--- src/core/efp_pkg.sv ---
// Package with register map, field layout and timing constants of the encoder feedback unit.
package efp_pkg;

    // ****************************************************************
    // Register map
    // ****************************************************************
    localparam logic [11:0] EFP_OFS_CTRL     = 12'h000;
    localparam logic [11:0] EFP_OFS_RATIO    = 12'h004;
    localparam logic [11:0] EFP_OFS_TOL      = 12'h008;
    localparam logic [11:0] EFP_OFS_SETPOS   = 12'h00c;
    localparam logic [11:0] EFP_OFS_MPOS_LO  = 12'h010;
    localparam logic [11:0] EFP_OFS_MPOS_HI  = 12'h014;
    localparam logic [11:0] EFP_OFS_EPOS_LO  = 12'h018;
    localparam logic [11:0] EFP_OFS_EPOS_HI  = 12'h01c;
    localparam logic [11:0] EFP_OFS_STATUS   = 12'h020;
    localparam logic [11:0] EFP_OFS_INT_STAT = 12'h024;
    localparam logic [11:0] EFP_OFS_INT_MASK = 12'h028;
    localparam logic [11:0] EFP_OFS_CLEAR    = 12'h02c;

    // ****************************************************************
    // Field layout and reset values
    // ****************************************************************
    localparam int          EFP_CTRL_W     = 5;
    localparam int          EFP_MULT_W     = 8;
    localparam int          EFP_DIV_W      = 5;
    localparam int          EFP_DIV_LSB    = 8;
    localparam int          EFP_TOL_W      = 8;
    localparam int          EFP_POS_W      = 32;
    localparam int          EFP_WORD_W     = 16;
    localparam int          EFP_INT_W      = 3;
    localparam int          EFP_WIDE_W     = 48;
    localparam logic [7:0]  EFP_MULT_RST   = 8'h01;
    localparam logic [4:0]  EFP_DIV_RST    = 5'h01;
    localparam logic [4:0]  EFP_DIV_MAX    = 5'h10;
    localparam logic [7:0]  EFP_TOL_RST    = 8'h00;

    // Interrupt status bits.
    localparam int EFP_INT_VALID_LOST = 0;
    localparam int EFP_INT_STALL      = 1;
    localparam int EFP_INT_ORIGIN     = 2;

    // Status register bits.
    localparam int EFP_ST_VALID = 0;
    localparam int EFP_ST_STALL = 1;

    // Clear register bits.
    localparam int EFP_CLR_STALL = 0;

    typedef enum logic [1:0] {
        EFP_ENC_NONE   = 2'h0,
        EFP_ENC_QUAD   = 2'h1,
        EFP_ENC_UPDOWN = 2'h2
    } efp_enc_type_t;

    // Layout of the control register, bit 4 downward to enc_type in bits 1:0.
    typedef struct packed {
        logic          stall_en;
        logic          origin_marker;
        logic          quad_x4;
        efp_enc_type_t enc_type;
    } efp_ctrl_t;

    localparam efp_ctrl_t EFP_CTRL_RST = '{1'b0, 1'b0, 1'b0, EFP_ENC_NONE};

    // Filtered encoder inputs travel together.
    typedef struct packed {
        logic marker;
        logic b;
        logic a;
    } efp_enc_pins_t;

    // ****************************************************************
    // Timing
    // ****************************************************************
    localparam int EFP_CLK_PERIOD_NS = 25;
    localparam int EFP_STALL_WIN_NS  = 1000000;
    localparam int EFP_STALL_WIN_CYC = EFP_STALL_WIN_NS / EFP_CLK_PERIOD_NS;
    localparam int EFP_FILT_NS       = 100;
    localparam int EFP_FILT_CYC      = (EFP_FILT_NS + EFP_CLK_PERIOD_NS - 1) / EFP_CLK_PERIOD_NS;
    localparam int EFP_STALL_PCT_DEN = 10;

endpackage

--- src/core/efp_encoder_feedback.sv ---
// Encoder feedback decoder, position validation and stall detection with APB registers.
//
// Functional notes
// RULE1: Encoder type is none, quadrature or up/down.
// RULE2: Type none never flags stall, positions meaningless.
// RULE3: Quadrature or up/down updates encoder position words.
// RULE4: Quadrature counts up when A leads B.
// RULE5: Quadrature counts at twice or four times rate.
// RULE6: Marker input may serve as origin reference.
// RULE7: Up/down: A pulses count up, B down.
// RULE8: Multiplier 1 to 255, divisor 1 to 16.
// RULE9: Multiplier over divisor relates steps to encoder pulses.
// RULE10: Zero tolerance disables position validation.
// RULE11: Difference above tolerance clears position valid flag.
// RULE12: Validation failure never halts the running move.
// RULE13: Feedback below ten percent velocity means stall.
// RULE14: Encoder pins synchronised and filtered before edges.
//
// The APB register port and the register offsets are this design's own decisions.
`timescale 1ns/1ps
`default_nettype none

module efp_encoder_feedback
    import efp_pkg::*;
#(
    parameter int STALL_WIN_CYC = EFP_STALL_WIN_CYC,
    parameter int FILT_CYC      = EFP_FILT_CYC
) (
    // Clock and reset
    input  wire logic        pclk,
    input  wire logic        presetn,
    // APB slave
    input  wire logic [11:0] paddr,
    input  wire logic        psel,
    input  wire logic        penable,
    input  wire logic        pwrite,
    input  wire logic [31:0] pwdata,
    output logic      [31:0] prdata,
    output logic             pready,
    output logic             pslverr,
    // Encoder pins
    input  wire logic        enc_a_pin,
    input  wire logic        enc_b_pin,
    input  wire logic        enc_marker_pin,
    // Step generator side, same clock
    input  wire logic        step_pulse,
    input  wire logic        step_dir_up,
    input  wire logic        find_origin_active,
    // Status outputs
    output logic             position_valid_flag,
    output logic             motor_stalled_error_flag,
    output logic             step_inhibit,
    output logic             irq
);

    // ****************************************************************
    // Elaboration checks
    // ****************************************************************
    if (STALL_WIN_CYC < 16 || STALL_WIN_CYC > 65535) begin : g_chk_win
        $error("STALL_WIN_CYC out of range");
    end
    if (FILT_CYC < 1 || FILT_CYC > 255) begin : g_chk_filt
        $error("FILT_CYC out of range");
    end

    function automatic logic [EFP_WIDE_W-1:0] abs_wide(input logic signed [EFP_WIDE_W-1:0] v);
        abs_wide = v[EFP_WIDE_W-1] ? (EFP_WIDE_W)'(-v) : v;
    endfunction

    // ****************************************************************
    // Registers
    // ****************************************************************
    efp_ctrl_t                 ctrl_ff;
    logic [EFP_MULT_W-1:0]     mult_ff;
    logic [EFP_DIV_W-1:0]      div_ff;
    logic [EFP_TOL_W-1:0]      tol_ff;
    logic [EFP_INT_W-1:0]      int_stat_ff;
    logic [EFP_INT_W-1:0]      int_mask_ff;
    logic signed [EFP_POS_W-1:0] enc_pos_ff;
    logic signed [EFP_POS_W-1:0] mot_pos_ff;
    logic                      valid_ff;
    logic                      stall_ff;
    logic                      irq_ff;
    logic [31:0]               prdata_ff;
    logic                      pready_ff;
    logic                      pslverr_ff;

    logic setup;
    logic wr_en;
    logic addr_hit;
    assign setup = psel & ~penable;
    assign wr_en = psel & penable & pready_ff & pwrite;

    always_comb begin
        case (paddr)
            EFP_OFS_CTRL, EFP_OFS_RATIO, EFP_OFS_TOL, EFP_OFS_SETPOS,
            EFP_OFS_MPOS_LO, EFP_OFS_MPOS_HI, EFP_OFS_EPOS_LO, EFP_OFS_EPOS_HI,
            EFP_OFS_STATUS, EFP_OFS_INT_STAT, EFP_OFS_INT_MASK, EFP_OFS_CLEAR: begin
                addr_hit = 1'b1;
            end
            default: begin
                addr_hit = 1'b0;
            end
        endcase
    end

    // The slave answers in the first access cycle; the read word is latched at setup.
    always_ff @(posedge pclk or negedge presetn) begin
        if (!presetn) begin
            pready_ff  <= 1'b0;
            pslverr_ff <= 1'b0;
            prdata_ff  <= 32'h0000_0000;
        end else begin
            pready_ff  <= setup;
            pslverr_ff <= setup & ~addr_hit;
            if (setup && !pwrite) begin
                case (paddr)
                    EFP_OFS_CTRL:     prdata_ff <= 32'(ctrl_ff);
                    EFP_OFS_RATIO:    prdata_ff <= {19'h0, div_ff, mult_ff};
                    EFP_OFS_TOL:      prdata_ff <= 32'(tol_ff);
                    EFP_OFS_MPOS_LO:  prdata_ff <= 32'(mot_pos_ff[EFP_WORD_W-1:0]);
                    EFP_OFS_MPOS_HI:  prdata_ff <= 32'(mot_pos_ff[EFP_POS_W-1:EFP_WORD_W]);
                    EFP_OFS_EPOS_LO:  prdata_ff <= 32'(enc_pos_ff[EFP_WORD_W-1:0]);
                    EFP_OFS_EPOS_HI:  prdata_ff <= 32'(enc_pos_ff[EFP_POS_W-1:EFP_WORD_W]);
                    EFP_OFS_STATUS:   prdata_ff <= {30'h0, stall_ff, valid_ff};
                    EFP_OFS_INT_STAT: prdata_ff <= 32'(int_stat_ff);
                    EFP_OFS_INT_MASK: prdata_ff <= 32'(int_mask_ff);
                    default:          prdata_ff <= 32'h0000_0000;
                endcase
            end else if (setup) begin
                prdata_ff <= 32'h0000_0000;
            end
        end
    end

    // Out-of-range multiplier or divisor writes are clamped into the legal range.
    always_ff @(posedge pclk or negedge presetn) begin
        if (!presetn) begin
            ctrl_ff     <= EFP_CTRL_RST;
            mult_ff     <= EFP_MULT_RST;
            div_ff      <= EFP_DIV_RST;
            tol_ff      <= EFP_TOL_RST;
            int_mask_ff <= '0;
        end else if (wr_en) begin
            case (paddr)
                EFP_OFS_CTRL: begin
                    ctrl_ff <= efp_ctrl_t'(pwdata[EFP_CTRL_W-1:0]);
                    if (pwdata[$bits(efp_enc_type_t)-1:0] == 2'h3) begin
                        ctrl_ff.enc_type <= EFP_ENC_NONE;  // [RULE1]
                    end
                end
                EFP_OFS_RATIO: begin
                    mult_ff <= (pwdata[EFP_MULT_W-1:0] == 8'h00) ? EFP_MULT_RST
                                                                : pwdata[EFP_MULT_W-1:0];  // [RULE8]
                    if (pwdata[EFP_DIV_LSB +: EFP_DIV_W] == 5'h00) begin
                        div_ff <= EFP_DIV_RST;  // [RULE8]
                    end else if (pwdata[EFP_DIV_LSB +: EFP_DIV_W] > EFP_DIV_MAX) begin
                        div_ff <= EFP_DIV_MAX;  // [RULE8]
                    end else begin
                        div_ff <= pwdata[EFP_DIV_LSB +: EFP_DIV_W];
                    end
                end
                EFP_OFS_TOL:      tol_ff      <= pwdata[EFP_TOL_W-1:0];
                EFP_OFS_INT_MASK: int_mask_ff <= pwdata[EFP_INT_W-1:0];
                default: begin
                end
            endcase
        end
    end

    // ****************************************************************
    // Encoder input synchroniser and filter
    // ****************************************************************
    efp_enc_pins_t pin_s1_ff;
    efp_enc_pins_t pin_s2_ff;
    efp_enc_pins_t filt_ff;
    efp_enc_pins_t filt_d_ff;
    logic [7:0]    filt_cnt_ff [3];

    // A level is accepted only after it has stood for FILT_CYC cycles, so
    // contact bounce and line noise cannot produce extra counts.
    always_ff @(posedge pclk or negedge presetn) begin
        if (!presetn) begin
            pin_s1_ff <= '0;
            pin_s2_ff <= '0;
            filt_ff   <= '0;
            filt_d_ff <= '0;
            for (int i = 0; i < 3; i++) begin
                filt_cnt_ff[i] <= 8'h00;
            end
        end else begin
            pin_s1_ff <= '{enc_marker_pin, enc_b_pin, enc_a_pin};  // [RULE14]
            pin_s2_ff <= pin_s1_ff;  // [RULE14]
            filt_d_ff <= filt_ff;
            for (int i = 0; i < 3; i++) begin
                if (pin_s2_ff[i] == filt_ff[i]) begin
                    filt_cnt_ff[i] <= 8'h00;
                end else if (filt_cnt_ff[i] == 8'(FILT_CYC - 1)) begin
                    filt_cnt_ff[i] <= 8'h00;
                    filt_ff[i]     <= pin_s2_ff[i];  // [RULE14]
                end else begin
                    filt_cnt_ff[i] <= filt_cnt_ff[i] + 8'h01;
                end
            end
        end
    end

    // ****************************************************************
    // Decoder
    // ****************************************************************
    logic edge_a;
    logic edge_b;
    logic cnt_up;
    logic cnt_dn;
    logic marker_rise;
    assign edge_a      = filt_ff.a ^ filt_d_ff.a;
    assign edge_b      = filt_ff.b ^ filt_d_ff.b;
    assign marker_rise = filt_ff.marker & ~filt_d_ff.marker;

    always_comb begin
        cnt_up = 1'b0;
        cnt_dn = 1'b0;
        case (ctrl_ff.enc_type)
            EFP_ENC_QUAD: begin
                // Simultaneous edges on both channels carry no direction and are dropped.
                if (edge_a && !edge_b) begin
                    cnt_up = filt_ff.a != filt_ff.b;  // [RULE4]
                    cnt_dn = filt_ff.a == filt_ff.b;  // [RULE4]
                end else if (edge_b && !edge_a && ctrl_ff.quad_x4) begin
                    cnt_up = filt_ff.a == filt_ff.b;  // [RULE5]
                    cnt_dn = filt_ff.a != filt_ff.b;  // [RULE5]
                end
            end
            EFP_ENC_UPDOWN: begin
                cnt_up = filt_ff.a & ~filt_d_ff.a & ~(filt_ff.b & ~filt_d_ff.b);  // [RULE7]
                cnt_dn = filt_ff.b & ~filt_d_ff.b & ~(filt_ff.a & ~filt_d_ff.a);  // [RULE7]
            end
            default: begin
            end
        endcase
    end

    // ****************************************************************
    // Positions, origin and validation
    // ****************************************************************
    logic origin_hit;
    logic setpos_wr;
    logic viol;
    logic signed [EFP_WIDE_W-1:0] enc_scaled;
    logic signed [EFP_WIDE_W-1:0] mot_scaled;
    logic [EFP_WIDE_W-1:0]        tol_scaled;

    assign origin_hit = ctrl_ff.origin_marker & find_origin_active & marker_rise
                        & (ctrl_ff.enc_type != EFP_ENC_NONE);  // [RULE6]
    assign setpos_wr  = wr_en & (paddr == EFP_OFS_SETPOS);

    // Encoder count times multiplier against motor count times divisor keeps the
    // ratio exact without a divider.
    assign enc_scaled = EFP_WIDE_W'(enc_pos_ff) * $signed({1'b0, mult_ff});  // [RULE9]
    assign mot_scaled = EFP_WIDE_W'(mot_pos_ff) * $signed({1'b0, div_ff});  // [RULE9]
    assign tol_scaled = EFP_WIDE_W'(tol_ff) * EFP_WIDE_W'(div_ff);
    assign viol = (tol_ff != EFP_TOL_RST) && (ctrl_ff.enc_type != EFP_ENC_NONE)
                  && (abs_wide(enc_scaled - mot_scaled) > tol_scaled);  // [RULE10] [RULE11]

    always_ff @(posedge pclk or negedge presetn) begin
        if (!presetn) begin
            enc_pos_ff <= '0;
            mot_pos_ff <= '0;
        end else if (setpos_wr) begin
            enc_pos_ff <= $signed(pwdata);
            mot_pos_ff <= $signed(pwdata);
        end else if (origin_hit) begin
            enc_pos_ff <= '0;  // [RULE6]
            mot_pos_ff <= '0;  // [RULE6]
        end else begin
            if (cnt_up) begin
                enc_pos_ff <= enc_pos_ff + 32'sh1;  // [RULE3]
            end else if (cnt_dn) begin
                enc_pos_ff <= enc_pos_ff - 32'sh1;  // [RULE3]
            end
            if (step_pulse) begin
                mot_pos_ff <= step_dir_up ? mot_pos_ff + 32'sh1 : mot_pos_ff - 32'sh1;
            end
        end
    end

    // Only the flag drops here; the move keeps running and software decides.
    always_ff @(posedge pclk or negedge presetn) begin
        if (!presetn) begin
            valid_ff <= 1'b0;
        end else if (setpos_wr || origin_hit) begin
            valid_ff <= 1'b1;
        end else if (viol) begin
            valid_ff <= 1'b0;  // [RULE11] [RULE12]
        end
    end

    // ****************************************************************
    // Stall detection
    // ****************************************************************
    logic [15:0] win_cnt_ff;
    logic [15:0] win_steps_ff;
    logic [15:0] win_enc_ff;
    logic        win_end;
    logic        stall_hit;
    logic        stall_clr;
    assign win_end   = win_cnt_ff == 16'(STALL_WIN_CYC - 1);
    assign stall_clr = wr_en & (paddr == EFP_OFS_CLEAR) & pwdata[EFP_CLR_STALL];
    // Measured steps are enc*mult/div; a stall is fewer than a tenth of the steps sent.
    assign stall_hit = win_end & ctrl_ff.stall_en & (ctrl_ff.enc_type != EFP_ENC_NONE)
                       & (win_steps_ff != 16'h0000)
                       & (32'(win_enc_ff) * 32'(mult_ff) * 32'(EFP_STALL_PCT_DEN)
                          < 32'(win_steps_ff) * 32'(div_ff));  // [RULE13] [RULE9] [RULE2]

    always_ff @(posedge pclk or negedge presetn) begin
        if (!presetn) begin
            win_cnt_ff   <= 16'h0000;
            win_steps_ff <= 16'h0000;
            win_enc_ff   <= 16'h0000;
        end else if (win_end) begin
            win_cnt_ff   <= 16'h0000;
            win_steps_ff <= 16'h0000;
            win_enc_ff   <= 16'h0000;
        end else begin
            win_cnt_ff <= win_cnt_ff + 16'h0001;
            if (step_pulse && win_steps_ff != 16'hffff) begin
                win_steps_ff <= win_steps_ff + 16'h0001;
            end
            if ((cnt_up || cnt_dn) && win_enc_ff != 16'hffff) begin
                win_enc_ff <= win_enc_ff + 16'h0001;
            end
        end
    end

    always_ff @(posedge pclk or negedge presetn) begin
        if (!presetn) begin
            stall_ff <= 1'b0;
        end else if (stall_hit) begin
            stall_ff <= 1'b1;  // [RULE13]
        end else if (stall_clr || ctrl_ff.enc_type == EFP_ENC_NONE) begin
            stall_ff <= 1'b0;  // [RULE2]
        end
    end

    // ****************************************************************
    // Interrupts
    // ****************************************************************
    logic [EFP_INT_W-1:0] int_evt;
    logic [EFP_INT_W-1:0] int_clr;
    always_comb begin
        int_evt                     = '0;
        int_evt[EFP_INT_VALID_LOST] = valid_ff & viol & ~setpos_wr & ~origin_hit;
        int_evt[EFP_INT_STALL]      = stall_hit & ~stall_ff;
        int_evt[EFP_INT_ORIGIN]     = origin_hit & ~setpos_wr;
        int_clr = (wr_en && paddr == EFP_OFS_INT_STAT) ? pwdata[EFP_INT_W-1:0] : '0;
    end

    // A new event in the clearing cycle survives the clear.
    always_ff @(posedge pclk or negedge presetn) begin
        if (!presetn) begin
            int_stat_ff <= '0;
            irq_ff      <= 1'b0;
        end else begin
            int_stat_ff <= (int_stat_ff & ~int_clr) | int_evt;
            irq_ff      <= |(((int_stat_ff & ~int_clr) | int_evt) & int_mask_ff);
        end
    end

    assign prdata                   = prdata_ff;
    assign pready                   = pready_ff;
    assign pslverr                  = pslverr_ff;
    assign position_valid_flag      = valid_ff;
    assign motor_stalled_error_flag = stall_ff;
    assign step_inhibit             = stall_ff;  // [RULE13]
    assign irq                      = irq_ff;

endmodule

`default_nettype wire

--- config.mk ---
export PLATFORM = sky130hd
export DESIGN_NAME = efp_encoder_feedback
export DESIGN_NICKNAME = d
export VERILOG_FILES = /design/src/core/efp_pkg.sv /design/src/core/efp_encoder_feedback.sv
export SDC_FILE = /design/constraint.sdc
export NUM_CORES = 2
export LEC_CHECK = 0
export BUFFER_PORTS_ARGS = -buffer_cell sky130_fd_sc_hd__buf_2
export CELL_PAD_IN_SITES_DETAIL_PLACEMENT = 2
export CELL_PAD_IN_SITES_GLOBAL_PLACEMENT = 2
export CORE_ASPECT_RATIO = 2
export CORE_MARGIN = 2
export CORE_UTILIZATION = 38
export CTS_BUF_LIST = sky130_fd_sc_hd__clkbuf_8
export DETAILED_ROUTE_END_ITERATION = 7
export GPL_ROUTABILITY_DRIVEN = 0
export PLACE_DENSITY_LB_ADDON = 0.12
export SYNTH_ARGS = -nofsm -noshare
export SYNTH_HDL_FRONTEND = slang
export SYNTH_SLANG_ARGS = --single-unit
--- constraint.sdc ---
create_clock -name pclk -period 9.32 [get_ports pclk]
set_clock_uncertainty 0.2 [all_clocks]
set_input_delay 0.466 -clock pclk [delete_from_list [all_inputs] [get_ports pclk]]
set_output_delay 0.466 -clock pclk [all_outputs]
set_load 0.01 [all_outputs]
# Word level (Yosys, flattened, before mapping)
# Cells that the tools add are included.
[totals] ff_bits=217 inputBits=55 out_inout_bits=38 elab_cells=202
[op_classes] addsub=12 n_mul=6 n_lt_le_gt_ge=3 n_eq_ne=25 muxes=39 n_bitwise=44 n_reduce_logical=38
[op_table] cell="$mux 32" count=10
[op_table] cell="$pmux 16 s10" count=1
[op_table] cell="$mux 16" count=5
[op_table] cell="$add 32x2->32 const B" count=2
[op_table] cell="$sub 32x2->32 const B" count=2
[op_table] cell="$mux 8" count=7
[op_table] cell="$add 16x1->16 const B" count=3
[op_table] cell="$eq 12x5->1 const B" count=4
[op_table] cell="$eq 12x6->1 const B" count=4
[op_table] cell="$gt 48x13->1" count=1
[op_table] cell="$mux 48" count=1
[op_table] cell="$neg 42->48" count=1
[op_table] cell="$sub 41x38->42" count=1
[op_table] cell="$mul 32x9->41" count=1
[op_table] cell="$mul 32x6->38" count=1
[op_table] cell="$ne 16x16->1 const B" count=2
[op_table] cell="$lt 28x21->1" count=1
[op_table] cell="$mul 24x3->27 const B" count=1
[op_table] cell="$and 1x1->1" count=25
[op_table] cell="$add 8x1->8 const B" count=3
[op_table] cell="$eq 12x4->1 const B" count=2
[op_table] cell="$eq 8x2->1 const B" count=3
[op_table] cell="$mul 16x8->24" count=1
[op_table] cell="$mul 16x5->21" count=1
[op_table] cell="other kinds (33)" count=84

# Longest topological paths before layout
[logic_depth] word_depth=12 mapped_depth=46 ltp_nobuf=40

# Worst setup path before layout
# OpenSTA, ideal clock, no wires.
[synth_timing] kind="register -> register" startpoint="reg mult_ff[3]" endpoint="reg irq_ff (netlist: irq)" setup_ns=0.125 arrival_time_ns=9.307 t_required_ns=8.995 setup_slack_ns=-0.312 stages_incl_launch_ff=43 n_path_buf=6 period_less_slack_ns=9.632 cell_sequence="dfrtp_1 clkbuf_1 clkbuf_1 nand2_1 fa_1 fa_1 fa_1 inv_1 fa_1 fa_1 inv_1 fa_1 inv_1 ha_1 clkbuf_1 a21oi_1 o21ai_1 or3_1 (+7 left out) clkbuf_1 o21ai_0 ha_1 nor2b_1 o21ai_0 nand2b_1 a21oi_1 o21ai_0 a31oi_1 o21ai_0 a22oi_1 o211ai_1 nor4_1 nand4_1 nor4_1 a31oi_1 a41oi_1 nand2_1"
[synth_via] elab_chain_len=12 elab_cells_between_ends=17 cone_classes="2 x add/sub; 3 x mul; 2 x order compare; 1 x mux; 7 x bitwise; 2 x reduce/logical"
[synth_lines] element="from (decl)" line="efp_encoder_feedback.sv:74" rtl="logic [EFP_MULT_W-1:0] mult_ff;"
[synth_lines] element="from (signal assigned)" line="efp_encoder_feedback.sv:153" rtl="mult_ff <= (pwdata[EFP_MULT_W-1:0] == 8'h00) ? EFP_MULT_RST"
[synth_lines] element="$mul 32x9->41" line="efp_encoder_feedback.sv:259" rtl="assign enc_scaled = EFP_WIDE_W'(enc_pos_ff) * $signed({1'b0, mult_ff});"
[synth_lines] element="$sub 41x38->42" line="efp_encoder_feedback.sv:263" rtl="&& (abs_wide(enc_scaled - mot_scaled) > tol_scaled);"
[synth_lines] element="$neg 42->48" line="efp_encoder_feedback.sv:67" rtl="abs_wide = v[EFP_WIDE_W-1] ? (EFP_WIDE_W)'(-v) : v;"
[synth_lines] element="$mux 48" line="efp_encoder_feedback.sv:67"
[synth_lines] element="$gt 48x13->1" line="efp_encoder_feedback.sv:263"
[synth_lines] element="$logic_and 1x1->1" line="efp_encoder_feedback.sv:263"
[synth_lines] element="$and 1x1->1 (3 in a row)" line="efp_encoder_feedback.sv:352" rtl="int_evt[EFP_INT_VALID_LOST] = valid_ff & viol & ~setpos_wr & ~origin_hit;"
[synth_lines] element="$or 3x3->3 (*)" line="efp_encoder_feedback.sv:365" rtl="irq_ff <= |(((int_stat_ff & ~int_clr) | int_evt) & int_mask_ff);"
[synth_lines] element="$and 3x3->3 (*)" line="efp_encoder_feedback.sv:365"
[synth_lines] element="$reduce_or 3->1 (*)" line="efp_encoder_feedback.sv:365"
[synth_lines] element="to (signal assigned)" line="efp_encoder_feedback.sv:365"
[synth_lines] element="to (decl)" line="efp_encoder_feedback.sv:83" rtl="logic irq_ff;"
# Mark *: on every way between the ends. The rest lies on a longest branch, timed or not.
# A chain may end at the register's enable or synchronous reset.

# Final worst setup path
[layout_timing] startpoint="reg mult_ff[4]" endpoint="reg irq_ff (netlist: irq)"
# Same word-level chain as after synthesis.

==> results.py <==
metrics = {
    "run_status": {
        "outcome": "complete, but fails checks",
        "violations": "negative setup slack",
    },
    "run": {
        "cap_viol_max_count": 0,
    },
    "logic_synthesis": {
        "syn_inst": 4443,
        "synth_common_cells": "723 x inv_1, 529 x fa_1, 512 x nand2_1",
        "syn_area_um2": 38100,
        "yosysMostFrequentCell": "inv_1",
        "yosysSeqAreaShare": 0.132,
        "syn_avg_cell_area_um2": 8.58,
        "synth_area_leaders": "fa_1 28%, dfrtp_1 13%, ha_1 12%, inv_1 7.1%, and2_1 6.1%",
        "post-synth-top-area-cell": "fa_1",
        "ys_types": 93,
        "ys_ff_latch": 201,
        "yosysWarnings": 0,
        "ys.flop_type": "dfrtp_1",
        "synth_top_cell_area_share": 0.278,
        "synth-async-reset-ratio": 1.00,
        "synth-edff-count": 0,
    },
    "setup_path": {
        "arrival_ps": 10000,
        "max_stage_delay_ps": 560,
        "r2r-start": "mult_ff[4]",
        "path_max_fanout": 6,
        "worstSetupPathType": "flop to flop",
        "required_ps": 9620,
        "startpoint_type": "flop",
        "worstSetupStartpoint": "mult_ff[4]",
        "endpoint_kind": "flop",
        "cp_slowest_cell": "fa_2",
    },
    "sta": {
        "fin_crit_ps": 9700,
        "fmax_mhz": 103,
        "period_share": 1.04,
        "rsz0062_at_grt": "yes",
        "fin_ws_ps": -379,
        "slew_headroom": 0.224,
        "tightest_slew_ps": 1160,
        "tns_ps": -945,
        "setup_viol": 3,
        "maxSlewViolCount": 0,
        "finalHoldViolCount": 0,
    },
    "die": {
        "start_util": 0.382,
        "chipWidth_um": 228,
        "core_um2": 99700,
        "die_area_um2": 103000,
        "die_y_um": 452,
        "ios": 93,
        "rows": 164,
    },
    "global_routing": {
        "grt.overflow.total": 0,
        "track_usage": 0.326,
        "antenna_found_initial": 4,
        "grt_pass1_wl_um": 251000,
        "grt_pass1_vias": 41648,
        "grt_max_degree": 97,
    },
    "route": {
        "firstDrtPassIters": 5,
        "drt_wl_total_um": 169000,
        "drt-vias-per-instance": 5.58,
        "drc": 0,
        "antenna_left": 0,
        "drt_iter0_drc": 1438,
        "dr_total_vias": 34899,
        "wl_per_cell_um": 27.0,
    },
    "finish": {
        "drive_gt1_frac": 0.168,
        "fillers": 11231,
        "final_util": 0.454,
        "multi_input_area_um2": 30200,
        "syn2layout_area_growth_pct": 18.7,
        "fin_nets": 5858,
        "register_area_um2": 5060,
    },
    "worst_hold_path": {
        "min_path_type": "input port to flop",
        "min_from": "pwdata[8]",
    },
    "placed_design": {
        "io_buffers": 76,
        "post-dp-hpwl_um": 139000,
    },
    "clocking": {
        "clock_latency_ps": 690,
        "cts_inserted_buffers": 40,
        "clk_pin_slew_worst_paths_ps": 80,
        "cts.sinks": 201,
        "clock-root-buffer": "clkbuf_8",
        "max-clock-path-buffers": 3,
        "h-tree-depth": 2,
        "cts_tree": "done",
    },
}
registers in the layout (all words and copies together) (netlist names), 5 cells and up:
name          flops
mot_pos_ff       32
div_ff            5
tol_ff            8
win_enc_ff       16
win_steps_ff     16
enc_pos_ff       32
win_cnt_ff       16
mult_ff           8
filt_cnt_ff      24
ctrl_ff           5
prdata           16
cell families (layout without fill, tap and decap cells):
| family | count (synthesis) | after routing | synth area share |
|---|---|---|---|
| muxes | 62 | 62 | 0.0169 |
| other | 1 | 19 | 0.0000983 |
| DFF | 201 | 201 | 0.132 |
| buffers and inverters | 930 | 1396 | 0.0936 |
| AOI/OAI and AO/OA | 667 | 667 | 0.114 |
| adders and majority gates | 907 | 907 | 0.402 |
| and+or+nand+nor | 1448 | 1448 | 0.189 |
| xor gates and xnor gates | 227 | 227 | 0.0521 |
critical path: cells and delay by family, from the launching register on:
kind                     cells  cell delay (ps)
XOR/XNOR                     2              390
adder cells (fa/ha/maj)      8             3600
buffers and inverters        9             1160
flip-flops                   1              480
AO/OA/AOI/OAI               11             1760
AND/OR/NAND/NOR              9             1910
stage by stage:
stage,cell area (um^2),instances,setup slack [ps],hold slack (ps)
after floorplan,38200,4458,14.6,-29.6
after global placement,43200,6121,-530,134
after detailed placement,43200,6121,-853,137
after CTS,44800,6241,-94.6,41.8
after global routing,45300,6253,-799,42.8
final,45300,6255,-379,70.1
what timing repair did:
| action | CTS | global route |
|---|---|---|
| gates cloned | 1 | 2 |
| setup endpoints to repair | 5 | 5 |
| pin swaps | 58 | 64 |
| hold endpoints to repair | 175 | 0 |
| setup buffers | 13 | 9 |
| hold buffers | 37 | 0 |
| resized for setup | 96 | 78 |
cell type report:
| cell class | instances | area share |
|---|---|---|
| Timing Repair Buffer | 603 | 0.105 |
| Multi-Input combinational cell | 3327 | 0.667 |
| Clock buffer | 46 | 0.0140 |
| Antenna cell | 3 | 0.000166 |
| Tap cell | 1328 | 0.0367 |
| Inverter | 723 | 0.0599 |
| Sequential cell | 201 | 0.112 |
| Clock inverter | 24 | 0.00459 |
placed cells by master, fill, tap and decap left out, types with 73 or more instances in the layout:
master / netlist / routed
fa_1: 529 / 491
ha_1: 378 / 363
dfrtp_1: 199 / 177
and2_1: 369 / 366
inv_1: 723 / 722
a21oi_1: 184 / 167
xor2_1: 76 / 73
nor2_1: 215 / 208
buf_2: 8 / 75
nand2_1: 512 / 509
buf_4: 18 / 462
o21ai_0: 160 / 144
xnor2_1: 151 / 147
path summary, 6_finish.rpt:
kind,slack (ps),end,cells after the start
setup reg to reg,-380,irq,39
setup / recovery,-380,irq,39
hold / removal,70,mot_pos_ff[8],3
max in group asynchronous,6360,mult_ff[6],4
min in group asynchronous,210,pslverr,2
hold reg to reg,150,pin_s2_ff[0],0
layer usage:
metal  global-route usage  part of all wire  vias to the layer above
met1                0.270              0.29                    18118
met4                0.313              0.12                        4
met2                0.649              0.56                      949
li1                     -                 -                    15148
met5                    0           0.00012                        -
met3               0.0369             0.032                      680
Power is not shown: default switching activity piles up to over one toggle a cycle in this logic, so the estimate is an artifact.
